--- src/pkg/dfb_pkg.sv ---
package dfb_pkg;
    // Clock and millisecond timebase
    localparam int CLK_HZ = 125_000_000;
    localparam int MS_PER_S = 1000;
    localparam int MS_CYC = CLK_HZ / MS_PER_S;
    localparam int MS_W = 17;

    // Sizes
    localparam int NIN = 8;
    localparam int NSF = 4;
    localparam int NCRIT = 8;
    localparam int IDX_W = 3;
    localparam int SET_W = 10;

    // Setting limits: 500 ms, 1000 ms, 5 mm/s
    localparam logic [9:0] DEB_MAX = 10'h1F4;
    localparam logic [9:0] DLY_MAX = 10'h3E8;
    localparam logic [9:0] VEL_MAX = 10'h005;

    // Register byte offsets
    localparam logic [7:0] A_CTRL = 8'h00;
    localparam logic [7:0] A_FCFG = 8'h04;
    localparam logic [7:0] A_BDLY = 8'h08;
    localparam logic [7:0] A_BMAX = 8'h0C;
    localparam logic [7:0] A_ZLO = 8'h10;
    localparam logic [7:0] A_ZHI = 8'h14;
    localparam logic [7:0] A_STAT = 8'h18;

    // Field positions
    localparam int CTRL_BRK_EN = 0;
    localparam int CTRL_BRK_HI = 1;
    localparam int CTRL_PNEU = 2;
    localparam int CTRL_DEMO = 3;
    localparam int LO_LSB = 0;
    localparam int HI_LSB = 16;
    localparam int FCFG_W = 8;
    localparam int FCFG_IDX = 0;
    localparam int FCFG_ACT = 4;
    localparam int FCFG_EN = 7;

    // Reset values
    localparam logic [31:0] FCFG_RST = 32'h0000_0000;
    localparam logic [9:0] SET_RST = 10'h000;
    localparam logic [31:0] ZONE_RST = 32'h0000_0000;

    // Input that enables the drive
    localparam int IN_ENABLE = 0;

    // Safety fault responses
    typedef enum logic [1:0] {
        ACT_STOP = 2'h0,
        ACT_DIS = 2'h1,
        ACT_STOP_NF = 2'h2,
        ACT_RSV = 2'h3
    } dfb_act_t;

    // Brake sequencer states
    typedef enum logic [5:0] {
        BRK_OFF = 6'h01,
        BRK_HELD = 6'h02,
        BRK_REL = 6'h04,
        BRK_FREE = 6'h08,
        BRK_SLOW = 6'h10,
        BRK_ENG = 6'h20
    } dfb_brk_t;

    // Status from motion, homing and indexer logic
    typedef struct packed {
        logic moving;
        logic homing;
        logic homed;
        logic idx_run;
        logic move_cmd;
        logic hold_req;
        logic [31:0] pos;
        logic [31:0] cmd_pos;
        logic [15:0] vel;
    } dfb_motion_t;
endpackage : dfb_pkg

--- src/design/dfb_debounce.sv ---
`timescale 1ns/10ps
module dfb_debounce (
    input wire logic mclk_i, // System clock
    input wire logic rst_n_i, // Async reset, active low
    input wire logic pin_i, // Raw input pin
    input wire logic tick_i, // One pulse per millisecond
    input wire logic [9:0] lim_i, // Debounce time in ms
    output logic lvl_o // Debounced level
);
    logic sync_a;
    logic sync_b;
    logic [9:0] cnt;
    wire differs = sync_b != lvl_o;
    // One tick past the limit, so a pulse shorter than it never passes
    wire settled = lim_i == 10'h000 || cnt > lim_i;

    // Two-stage synchroniser, first stage read by second only
    always_ff @(posedge mclk_i or negedge rst_n_i) begin
        if (!rst_n_i) begin
            sync_a <= 1'b0;
            sync_b <= 1'b0;
        end else begin
            sync_a <= pin_i;
            sync_b <= sync_a;
        end
    end

    // New level must hold for the full time; zero passes at once
    always_ff @(posedge mclk_i or negedge rst_n_i) begin
        if (!rst_n_i) begin
            cnt <= 10'h000;
            lvl_o <= 1'b0;
        end else if (!differs) begin
            cnt <= 10'h000;
        end else if (settled) begin
            cnt <= 10'h000;
            lvl_o <= sync_b;
        end else if (tick_i) begin
            cnt <= cnt + 10'h001;
        end
    end
endmodule : dfb_debounce

--- src/design/dfb_io_fault.sv ---
// Notes on behaviour
// - Move-complete low while moving, high after
// - Homed output only when homed, not homing
// - Fault output set when a fault occurs
// - Zone output while position inside bounds
// - In-position when actual equals commanded position
// - Logic-level brake output drives external relay
// - Indexer-complete output only in demo mode
// - Input debounce time settable 0 to 500 ms
// - Power-up move option, else await input change
// - Brake subsystem inactive unless enabled
// - Brake polarity: active low or active high
// - Brake delays accepted from 0 to 1000 ms
// - Maximum brake velocity accepted 0 to 5
// - Critical faults always disable the motor
// - Enabled safety fault raised by high input
// - Disabled safety fault input is ignored
// - Stop-motion fault decelerates and sets fault output
// - Next motion command clears stop-motion fault
// - Disable-motor fault cuts drive power immediately
// - Disabled until enable low-high cycle or power
// - Stop without fault output leaves it low
// - Both stop responses use maximum deceleration
// - Latest fault decides motor and fault output; the code keeps a motor disable until the enable cycle, whatever fault follows
//
// Decided for this implementation: the register addresses and the strobed register port.
`timescale 1ns/10ps
module dfb_io_fault #(
    parameter int MS_CYC = dfb_pkg::MS_CYC // Cycles per millisecond
) (
    input wire logic mclk_i, // System clock, 125 MHz
    input wire logic rst_n_i, // Async reset, active low
    input wire logic [dfb_pkg::NIN-1:0] din_i, // Digital input pins
    input wire logic [dfb_pkg::NCRIT-1:0] crit_i, // Critical fault levels
    input wire dfb_pkg::dfb_motion_t motion_i, // Motion status
    input wire logic [7:0] addr_i, // Register byte address
    input wire logic [31:0] wdata_i, // Register write data
    input wire logic wr_i, // Write strobe
    input wire logic rd_i, // Read strobe
    output logic [31:0] rdata_o, // Read data, cycle after strobe
    output logic move_done_o, // Motion finished
    output logic homed_o, // Axis homed
    output logic fault_o, // Fault output
    output logic zone_o, // Inside zone bounds
    output logic inpos_o, // At commanded position
    output logic brake_o, // Brake relay drive
    output logic idx_done_o, // Indexer sequence finished
    output logic motor_en_o, // Drive power to motor
    output logic stop_maxdec_o, // Stop at maximum deceleration
    output logic pwrup_go_o, // Pulse: power-up move
    output logic motion_arm_o, // Motion may start
    output logic [dfb_pkg::NIN-1:0] din_deb_o // Debounced inputs
);
    localparam int MSW = dfb_pkg::MS_W;
    localparam int NSF = dfb_pkg::NSF;
    localparam int FW = dfb_pkg::FCFG_W;

    // Configuration and state
    logic brk_en, brk_hi, pneu, demo;
    logic [9:0] deb_ms, rel_dly, eng_dly, max_dly, max_vel;
    logic [31:0] fcfg, zlo, zhi;
    logic [MSW-1:0] ms_cnt;
    logic ms_tick;
    logic fault_out, motor_dis, stop_req, armed;
    logic next_fault, next_dis, next_stop;
    logic en_q;
    logic [dfb_pkg::NCRIT-1:0] crit_q;
    logic [NSF-1:0] sf_cond, sf_q;
    logic [dfb_pkg::NIN-1:0] deb_q;
    logic ev_any;
    dfb_pkg::dfb_act_t ev_act;
    dfb_pkg::dfb_act_t sf_act [NSF];
    dfb_pkg::dfb_brk_t brk_st, next_brk;
    logic [9:0] brk_cnt, next_cnt;
    logic [31:0] rd_val;

    // Clamp a setting to its allowed range
    function automatic logic [9:0] sat(input logic [9:0] v,
                                       input logic [9:0] m);
        sat = (v > m) ? m : v;
    endfunction : sat

    // Write decode
    wire wr_ctrl = wr_i && addr_i == dfb_pkg::A_CTRL;
    wire wr_fcfg = wr_i && addr_i == dfb_pkg::A_FCFG;
    wire wr_bdly = wr_i && addr_i == dfb_pkg::A_BDLY;
    wire wr_bmax = wr_i && addr_i == dfb_pkg::A_BMAX;
    wire wr_zlo = wr_i && addr_i == dfb_pkg::A_ZLO;
    wire wr_zhi = wr_i && addr_i == dfb_pkg::A_ZHI;
    wire [9:0] w_lo = wdata_i[dfb_pkg::LO_LSB +: dfb_pkg::SET_W];
    wire [9:0] w_hi = wdata_i[dfb_pkg::HI_LSB +: dfb_pkg::SET_W];

    // Settings registers; out-of-range writes saturate
    always_ff @(posedge mclk_i or negedge rst_n_i) begin
        if (!rst_n_i) begin
            {brk_en, brk_hi, pneu, demo} <= 4'h0;
            deb_ms <= dfb_pkg::SET_RST;
            fcfg <= dfb_pkg::FCFG_RST;
            {rel_dly, eng_dly} <= {dfb_pkg::SET_RST, dfb_pkg::SET_RST};
            {max_dly, max_vel} <= {dfb_pkg::SET_RST, dfb_pkg::SET_RST};
            zlo <= dfb_pkg::ZONE_RST;
            zhi <= dfb_pkg::ZONE_RST;
        end else begin
            if (wr_ctrl) begin
                brk_en <= wdata_i[dfb_pkg::CTRL_BRK_EN];
                brk_hi <= wdata_i[dfb_pkg::CTRL_BRK_HI];
                pneu <= wdata_i[dfb_pkg::CTRL_PNEU];
                demo <= wdata_i[dfb_pkg::CTRL_DEMO];
                deb_ms <= sat(w_hi, dfb_pkg::DEB_MAX);
            end
            if (wr_fcfg) fcfg <= wdata_i;
            if (wr_bdly) begin
                rel_dly <= sat(w_lo, dfb_pkg::DLY_MAX);
                eng_dly <= sat(w_hi, dfb_pkg::DLY_MAX);
            end
            if (wr_bmax) begin
                max_dly <= sat(w_lo, dfb_pkg::DLY_MAX);
                max_vel <= sat(w_hi, dfb_pkg::VEL_MAX);
            end
            if (wr_zlo) zlo <= wdata_i;
            if (wr_zhi) zhi <= wdata_i;
        end
    end

    // Read mux; unmapped addresses read zero
    always_comb begin
        unique case (addr_i)
            dfb_pkg::A_CTRL: rd_val = {6'h00, deb_ms, 12'h000,
                                       demo, pneu, brk_hi, brk_en};
            dfb_pkg::A_FCFG: rd_val = fcfg;
            dfb_pkg::A_BDLY: rd_val = {6'h00, eng_dly, 6'h00, rel_dly};
            dfb_pkg::A_BMAX: rd_val = {6'h00, max_vel, 6'h00, max_dly};
            dfb_pkg::A_ZLO: rd_val = zlo;
            dfb_pkg::A_ZHI: rd_val = zhi;
            dfb_pkg::A_STAT: rd_val = {10'h000, brk_st, din_deb_o,
                                       4'h0, armed, stop_req,
                                       motor_dis, fault_out};
            default: rd_val = 32'h0000_0000;
        endcase
    end

    // Read data valid only in the cycle after the strobe
    always_ff @(posedge mclk_i or negedge rst_n_i) begin
        if (!rst_n_i) rdata_o <= 32'h0000_0000;
        else rdata_o <= rd_i ? rd_val : 32'h0000_0000;
    end

    // Millisecond timebase shared by debounce and brake delays
    wire ms_wrap = ms_cnt == MSW'(MS_CYC - 1);
    always_ff @(posedge mclk_i or negedge rst_n_i) begin
        if (!rst_n_i) begin
            ms_cnt <= '0;
            ms_tick <= 1'b0;
        end else begin
            ms_cnt <= ms_wrap ? '0 : ms_cnt + MSW'(1);
            ms_tick <= ms_wrap;
        end
    end

    // One filter per pin, ahead of every consumer
    genvar gi;
    generate
        for (gi = 0; gi < dfb_pkg::NIN; gi++) begin : g_deb
            dfb_debounce u_deb (
                .mclk_i(mclk_i),
                .rst_n_i(rst_n_i),
                .pin_i(din_i[gi]),
                .tick_i(ms_tick),
                .lim_i(deb_ms),
                .lvl_o(din_deb_o[gi])
            );
        end
    endgenerate

    // Per fault: enable, response and assigned input
    generate
        for (gi = 0; gi < NSF; gi++) begin : g_sf
            wire [dfb_pkg::IDX_W-1:0] sel =
                fcfg[gi*FW+dfb_pkg::FCFG_IDX +: dfb_pkg::IDX_W];
            assign sf_cond[gi] = fcfg[gi*FW+dfb_pkg::FCFG_EN]
                                 & din_deb_o[sel];
            assign sf_act[gi] = dfb_pkg::dfb_act_t'(
                fcfg[gi*FW+dfb_pkg::FCFG_ACT +: 2]);
        end
    endgenerate

    // Onsets of faults and of enable
    wire [NSF-1:0] sf_rise = sf_cond & ~sf_q;
    wire crit_any = |crit_i;
    wire crit_rise = |(crit_i & ~crit_q);
    wire en_deb = din_deb_o[dfb_pkg::IN_ENABLE];
    wire en_rise = en_deb & ~en_q;

    // No priority: the highest index among same-cycle onsets wins
    always_comb begin
        ev_any = 1'b0;
        ev_act = dfb_pkg::ACT_STOP;
        for (int f = 0; f < NSF; f++) begin
            if (sf_rise[f]) begin
                ev_any = 1'b1;
                ev_act = sf_act[f];
            end
        end
    end

    // Fault state: clears first, so a same-cycle onset wins
    always_comb begin
        next_fault = fault_out;
        next_dis = motor_dis;
        next_stop = stop_req;
        if (motion_i.move_cmd && !motor_dis) begin
            next_stop = 1'b0;
            next_fault = 1'b0;
        end
        if (en_rise && !crit_any) begin
            next_dis = 1'b0;
            next_fault = 1'b0;
            next_stop = 1'b0;
        end
        if (ev_any) begin
            unique case (ev_act)
                dfb_pkg::ACT_DIS: begin
                    next_dis = 1'b1;
                    next_fault = 1'b1;
                end
                dfb_pkg::ACT_STOP_NF: begin
                    next_stop = 1'b1;
                    next_fault = 1'b0;
                end
                default: begin
                    next_stop = 1'b1;
                    next_fault = 1'b1;
                end
            endcase
        end
        if (crit_rise) next_fault = 1'b1;
        if (crit_any) next_dis = 1'b1;
    end

    // Fault and power-up state registers
    wire din_moved = din_deb_o != deb_q;
    always_ff @(posedge mclk_i or negedge rst_n_i) begin
        if (!rst_n_i) begin
            fault_out <= 1'b0;
            motor_dis <= 1'b0;
            stop_req <= 1'b0;
            en_q <= 1'b0;
            crit_q <= '0;
            sf_q <= '0;
            deb_q <= '0;
            armed <= 1'b0;
            pwrup_go_o <= 1'b0;
        end else begin
            fault_out <= next_fault;
            motor_dis <= next_dis;
            stop_req <= next_stop;
            en_q <= en_deb;
            crit_q <= crit_i;
            sf_q <= sf_cond;
            deb_q <= din_deb_o;
            pwrup_go_o <= !armed && pneu;
            if (!armed && (pneu || din_moved)) armed <= 1'b1;
        end
    end

    // Brake sequencer; delay counts in milliseconds
    wire slow_ok = motion_i.vel <= {6'h00, max_vel};
    wire run = motor_en_o;
    always_comb begin
        next_brk = brk_st;
        next_cnt = ms_tick ? brk_cnt + 10'h001 : brk_cnt;
        unique case (brk_st)
            dfb_pkg::BRK_OFF: if (brk_en) next_brk = dfb_pkg::BRK_HELD;
            dfb_pkg::BRK_HELD: if (run) next_brk = dfb_pkg::BRK_REL;
            dfb_pkg::BRK_REL:
                if (!run) next_brk = dfb_pkg::BRK_HELD;
                else if (brk_cnt >= rel_dly) next_brk = dfb_pkg::BRK_FREE;
            dfb_pkg::BRK_FREE:
                if (!run) next_brk = dfb_pkg::BRK_HELD;
                else if (motion_i.hold_req) next_brk = dfb_pkg::BRK_SLOW;
            dfb_pkg::BRK_SLOW:
                if (!run) next_brk = dfb_pkg::BRK_HELD;
                else if (slow_ok || brk_cnt >= max_dly)
                    next_brk = dfb_pkg::BRK_ENG;
            dfb_pkg::BRK_ENG:
                if (brk_cnt >= eng_dly) next_brk = dfb_pkg::BRK_HELD;
            default: next_brk = dfb_pkg::BRK_OFF;
        endcase
        if (!brk_en) next_brk = dfb_pkg::BRK_OFF;
        if (next_brk != brk_st) next_cnt = 10'h000;
    end

    always_ff @(posedge mclk_i or negedge rst_n_i) begin
        if (!rst_n_i) begin
            brk_st <= dfb_pkg::BRK_OFF;
            brk_cnt <= 10'h000;
        end else begin
            brk_st <= next_brk;
            brk_cnt <= next_cnt;
        end
    end

    // Brake engaged in all active states except released ones
    wire engaged = brk_st != dfb_pkg::BRK_FREE
                   && brk_st != dfb_pkg::BRK_SLOW;
    wire brk_drv = brk_st != dfb_pkg::BRK_OFF
                   && (brk_hi ? engaged : !engaged);
    wire [31:0] pos = motion_i.pos;
    wire in_zone = $signed(pos) >= $signed(zlo)
                   && $signed(pos) <= $signed(zhi);

    // Registered status outputs
    always_ff @(posedge mclk_i or negedge rst_n_i) begin
        if (!rst_n_i) begin
            move_done_o <= 1'b0;
            homed_o <= 1'b0;
            fault_o <= 1'b0;
            zone_o <= 1'b0;
            inpos_o <= 1'b0;
            brake_o <= 1'b0;
            idx_done_o <= 1'b0;
            motor_en_o <= 1'b0;
            stop_maxdec_o <= 1'b0;
            motion_arm_o <= 1'b0;
        end else begin
            move_done_o <= !motion_i.moving;
            homed_o <= motion_i.homed && !motion_i.homing;
            fault_o <= fault_out;
            zone_o <= in_zone;
            inpos_o <= pos == motion_i.cmd_pos;
            brake_o <= brk_drv;
            idx_done_o <= demo && !motion_i.idx_run;
            motor_en_o <= en_deb && !motor_dis;
            stop_maxdec_o <= stop_req;
            motion_arm_o <= armed;
        end
    end
endmodule : dfb_io_fault

--- config.mk ---
export PLATFORM = sky130hd
export DESIGN_NAME = dfb_io_fault
export DESIGN_NICKNAME = d
export VERILOG_FILES = /design/src/pkg/dfb_pkg.sv /design/src/design/dfb_debounce.sv /design/src/design/dfb_io_fault.sv
export SDC_FILE = /design/constraint.sdc
export NUM_CORES = 1
export LEC_CHECK = 0
export ABC_AREA = 0
export BUFFER_PORTS_ARGS = -buffer_cell sky130_fd_sc_hd__buf_2
export CAP_MARGIN = 20
export CORE_MARGIN = 2
export CORE_UTILIZATION = 55
export CTS_BUF_LIST = sky130_fd_sc_hd__clkbuf_8
export DETAILED_ROUTE_END_ITERATION = 10
export PLACE_DENSITY = 0.82
export SYNTH_ARGS = -nofsm -noshare
export SYNTH_HDL_FRONTEND = slang
export SYNTH_SLANG_ARGS = --single-unit
export TNS_END_PERCENT = 100
--- constraint.sdc ---
create_clock -name mclk_i -period 2.44 [get_ports mclk_i]
set_input_delay 0.244 -clock mclk_i [delete_from_list [all_inputs] [get_ports mclk_i]]
set_output_delay 0.244 -clock mclk_i [all_outputs]
set_load 0.005 [all_outputs]
==> results by stage <==
Critical path:
- Broken down by cell family, the worst path's largest delay share belongs to simple AND/OR/NAND/NOR gates.
- The highest net fanout along the worst path is 5.
- Among the stages of the critical path, the cell type that occurs most often is sky130_fd_sc_hd__nand4_1.
- The sort of element at the end of the critical path is a register.
- Together, buffers and inverters on the worst path number 2.
- The worst setup path is of the reg -> reg kind.
- For the worst setup path, the data required time is 3000 ps.
- The arrival time of data at the critical path endpoint is between 3000 and 4000 ps.
- Among all stages on the critical path, the largest delay is contributed by sky130_fd_sc_hd__dfrtp_1.
- The signal on the critical path passes through inv_1, ha_4, nand4_1, nor4_4, nand4_1, buf_6, a211o_4, and3_4, a32oi_1, nor3b_2.
- The type of origin of the critical path is a register.
- The stage delay of the slowest cell on the critical path is 350 ps.

STA:
- The worst setup slack after layout is -240 ps.
- The count of endpoints failing setup in the final report is 1.
- Subtracting the final worst setup slack from the clock period gives between 2000 and 3000 ps.
- Headroom to the max-slew limit came out at between 40 and 50%.
- At the pin with the least slew margin, the transition time is about 820 ps.
- The number of slew-limit violations in the final report is 0.
- The total negative setup slack is -240 ps.
- The final critical-path share of the clock period is 110%.
- Final hold analysis gives a worst-case slack of roughly 110 ps.
- The worst clock skew is 49.3 ps.
- The top achievable clock speed is ~370 MHz.
- Setup repair after global routing could not meet its margin everywhere.
- The final-report hold violation count is 0.

Place:
- The total half-perimeter wirelength after legalization and detailed placement is 42900 um.
- The count of buffers inserted at the top-level ports is 196.
- The final RePlAce weighted congestion is ~1.
- Prior to clock tree synthesis, the placed netlist has a worst setup slack of -412 ps.
- The area of placed instances is about 22000 um2.

Clock tree:
- The clock sink count is between 300 and 400.
- Clock-pin slew was measured on the worst setup and hold paths at 70 ps.
- TritonCTS created roughly 60 clock buffers.
- At the later pin of the worst-skew pair, clock insertion delay measures 680 ps.
- The H-tree was split into 2 levels.
- The buffer type at the clock tree root is sky130_fd_sc_hd__clkbuf_8.
- The number of buffers between clock root and the deepest sink is 3.
- The CTS tree is done.

Route:
- The overall routed net length is around 62000 um.
- In this run the remaining antenna-violating nets after routing total 0.
- In the routed design, unresolved DRC markers number 0.
- The count of TritonRoute iterations in the first routing pass is 9.
- The mean routed wirelength per cell is roughly 21 um.
- After the first detailed-routing iteration, the DRC count stood at 2291.
- The detailed-route via count is roughly 18000.
- In the routed layout, each cell is associated on average with a via count of 6.17.

Finish:
- The layout net count is 2717.
- With fillers left out, the area of the finished cells amounts to roughly 25000 um2.
- In the final layout, the share of cells above drive strength 1 is 22.3%.
- The synthesis-to-layout area growth is 21.9%.

Floorplan:
- The core region area is roughly 37000 um2.
- The die boundary width is about 200 um.
- The initialized floorplan defines 70 standard-cell rows.
- The full die area is approximately 39000 um2.
- For this configuration, the core starts out at a cell density of 55.7%.
- The total I/O pin count is roughly 200.
- The overall die height is 196 um.

Logic synthesis:
- Among all cell types in the netlist, the one instantiated most often is sky130_fd_sc_hd__dfrtp_1.
- The yosys synthesis warning count is 0.
- The register bit total from synthesis is between 300 and 400.
- Counting every net in the synthesized netlist gives 2361.
- The count of different cell masters after synthesis is between 70 and 80.
- The fraction of post-synthesis cell area in the top cell type by area is 43.5%.
- Averaged over all synthesized cells, the footprint is slightly above 10 um2.
- The post-synthesis cell area is just over 20000 um2.
- The number of enable-type register cells in the synthesized netlist is 0.
- The largest total area in the synthesized netlist belongs to sky130_fd_sc_hd__dfrtp_1.
- For this run, the leading register cell type out of synthesis is sky130_fd_sc_hd__dfrtp_1.
- After synthesis, the most frequently instantiated cells are 354 x sky130_fd_sc_hd__dfrtp_1, 195 x sky130_fd_sc_hd__ha_1, 169 x sky130_fd_sc_hd__nand2_1.
- By area the synthesized netlist is led by sky130_fd_sc_hd__dfrtp_1 44%, sky130_fd_sc_hd__ha_1 12%, sky130_fd_sc_hd__xor2_1 5.0%.
- For this run, asynchronously set or reset flops after synthesis account for 100%.
- The post-synthesis sequential area ratio is a little over two fifths.
- Synthesis handed over a netlist of around 2000 instances.

Global route:
- After global routing the overflow that remains totals 0.
- The layer flagged by global routing as most heavily used is met2.
- Global routing consumed, on the met2 layer, 51.8% of the routing resources.
- The via count of the first global-routing pass is ~18000.
- The initial antenna violation count was 3.
- The met3 track demand over resource in global routing is about 5.6%.
- The largest net degree at the start of global routing is just over 70.
- The global routing usage on met1 is 40.9%.
- The total track usage is a little under a third.
- The wire length of the first global-routing pass is between 90000 and 100000 um.

Power:
- The cell area power density is 538 nW/um2.
- The largest voltage drop on the vdd net is approximately 0.39 mV.
- The static leakage is about 12 nW.

Run status:
- The run finished, with violations left.
- The checks that failed: setup timing.

Worst hold path:
- The class of the worst hold path is in -> reg.

Job:
- The number of max-cap violations is 0.
==> sequential cells by signal (all words and copies together), names as in the netlist, 10 cells and up <==
signal           flops
zlo                 32
g_deb.u_deb.cnt     80
eng_dly             10
max_dly             10
rel_dly             10
zhi                 32
brk_cnt             10
max_vel             10
deb_ms              10
ms_cnt              17
fcfg                32
rdata_o             32
==> through the flow <==
stage	power [mW]	util, %	std cells
after floorplan	6.93	-	2020
after global placement	7.53	61.2	2686
after detailed placement	7.61	61.2	2686
after CTS	13.3	66.7	2867
after global routing	13.8	67.9	2894
final	13.3	67.9	2895
==> power by group <==
group	switching (mW)	internal, mW
clock network	2.54	3.06
registers	0.156	6.08
logic	0.869	0.631
==> cell usage in the layout, fill, tap and decap left out, types with 13 or more instances in the layout <==
| master | count |
|---|---|
| sky130_fd_sc_hd__a21o_1 | 29 |
| sky130_fd_sc_hd__nor3_1 | 27 |
| sky130_fd_sc_hd__buf_12 | 17 |
| sky130_fd_sc_hd__dfrtp_1 | 338 |
| sky130_fd_sc_hd__dlygate4sd3_1 | 58 |
| sky130_fd_sc_hd__clkbuf_8 | 78 |
| sky130_fd_sc_hd__buf_4 | 99 |
| sky130_fd_sc_hd__a21oi_1 | 83 |
| sky130_fd_sc_hd__mux2i_1 | 17 |
| sky130_fd_sc_hd__inv_1 | 163 |
| sky130_fd_sc_hd__o21ai_0 | 58 |
| sky130_fd_sc_hd__mux2_1 | 62 |
| sky130_fd_sc_hd__nand4_1 | 59 |
| sky130_fd_sc_hd__dfrtp_2 | 16 |
| sky130_fd_sc_hd__o211ai_1 | 13 |
| sky130_fd_sc_hd__xnor2_1 | 29 |
| sky130_fd_sc_hd__nand3_1 | 54 |
| sky130_fd_sc_hd__mux2_2 | 42 |
| sky130_fd_sc_hd__and3_1 | 32 |
| sky130_fd_sc_hd__a22oi_1 | 15 |
| sky130_fd_sc_hd__nor2_1 | 155 |
| sky130_fd_sc_hd__buf_2 | 195 |
| sky130_fd_sc_hd__a222oi_1 | 18 |
| sky130_fd_sc_hd__ha_1 | 189 |
| sky130_fd_sc_hd__xor2_1 | 116 |
| sky130_fd_sc_hd__o21ai_1 | 50 |
| sky130_fd_sc_hd__nor2b_1 | 27 |
| sky130_fd_sc_hd__nand2_1 | 167 |
==> worst paths after layout <==
kind	startpoint	endpoint	slack (ps)	cells past startpoint
hold reg to reg	g_deb[5].u_deb.sync_a	g_deb[5].u_deb.sync_b	350	0
min in group asynchronous	rst_n_i	rdata_o[10]	130	2
max in group asynchronous	rst_n_i	g_deb[3].u_deb.lvl_o	1380	3
hold / removal	rd_i	rdata_o[1]	110	3
setup reg to reg	zhi[31]	zone_o	-240	10
setup / recovery	zhi[31]	zone_o	-240	10
==> layer usage <==
metal	part of all wire (%)	vias to the layer above
li1	-	7882
met1	39	8650
met2	47	1082
met3	9.7	242
met4	4.6	0
met5	0	-
==> timing repair <==
item,4_1_cts,5_1_grt
endpoints found under the setup margin,14,93
buffers inserted,14,24
endpoints found under the hold margin,291,0
hold buffers,58,0
gates cloned,0,3
resized for setup,22,48
pin swaps,7,22
==> final cells by class <==
cell class,instances,area [um2]
clock inverter,31,190
fill,2565,11700
clock buffer,78,1070
inverter,154,586
antenna,3,7.51
multi-input combinational,1434,10800
sequential,355,8900
tap,468,586
timing repair buffer,372,2680
==> worst min-delay path: stages <==
cell and delay (ps):
sky130_fd_sc_hd__buf_2 120, sky130_fd_sc_hd__o2111ai_2 280, sky130_fd_sc_hd__a21oi_1 100
==> cell families (layout without fill, tap and decap cells) <==
family	after synthesis	count (layout)	synth area share [%]
compound gates	360	362	11.5
mux	128	128	7.31
xor+xnor	145	145	6.24
simple gates	603	604	14.6
other cells	0	3	0
fa+ha+maj	195	195	12.0
buf+inv	234	635	4.68
flops	355	355	43.7
Power figures use the tool's default switching activity.
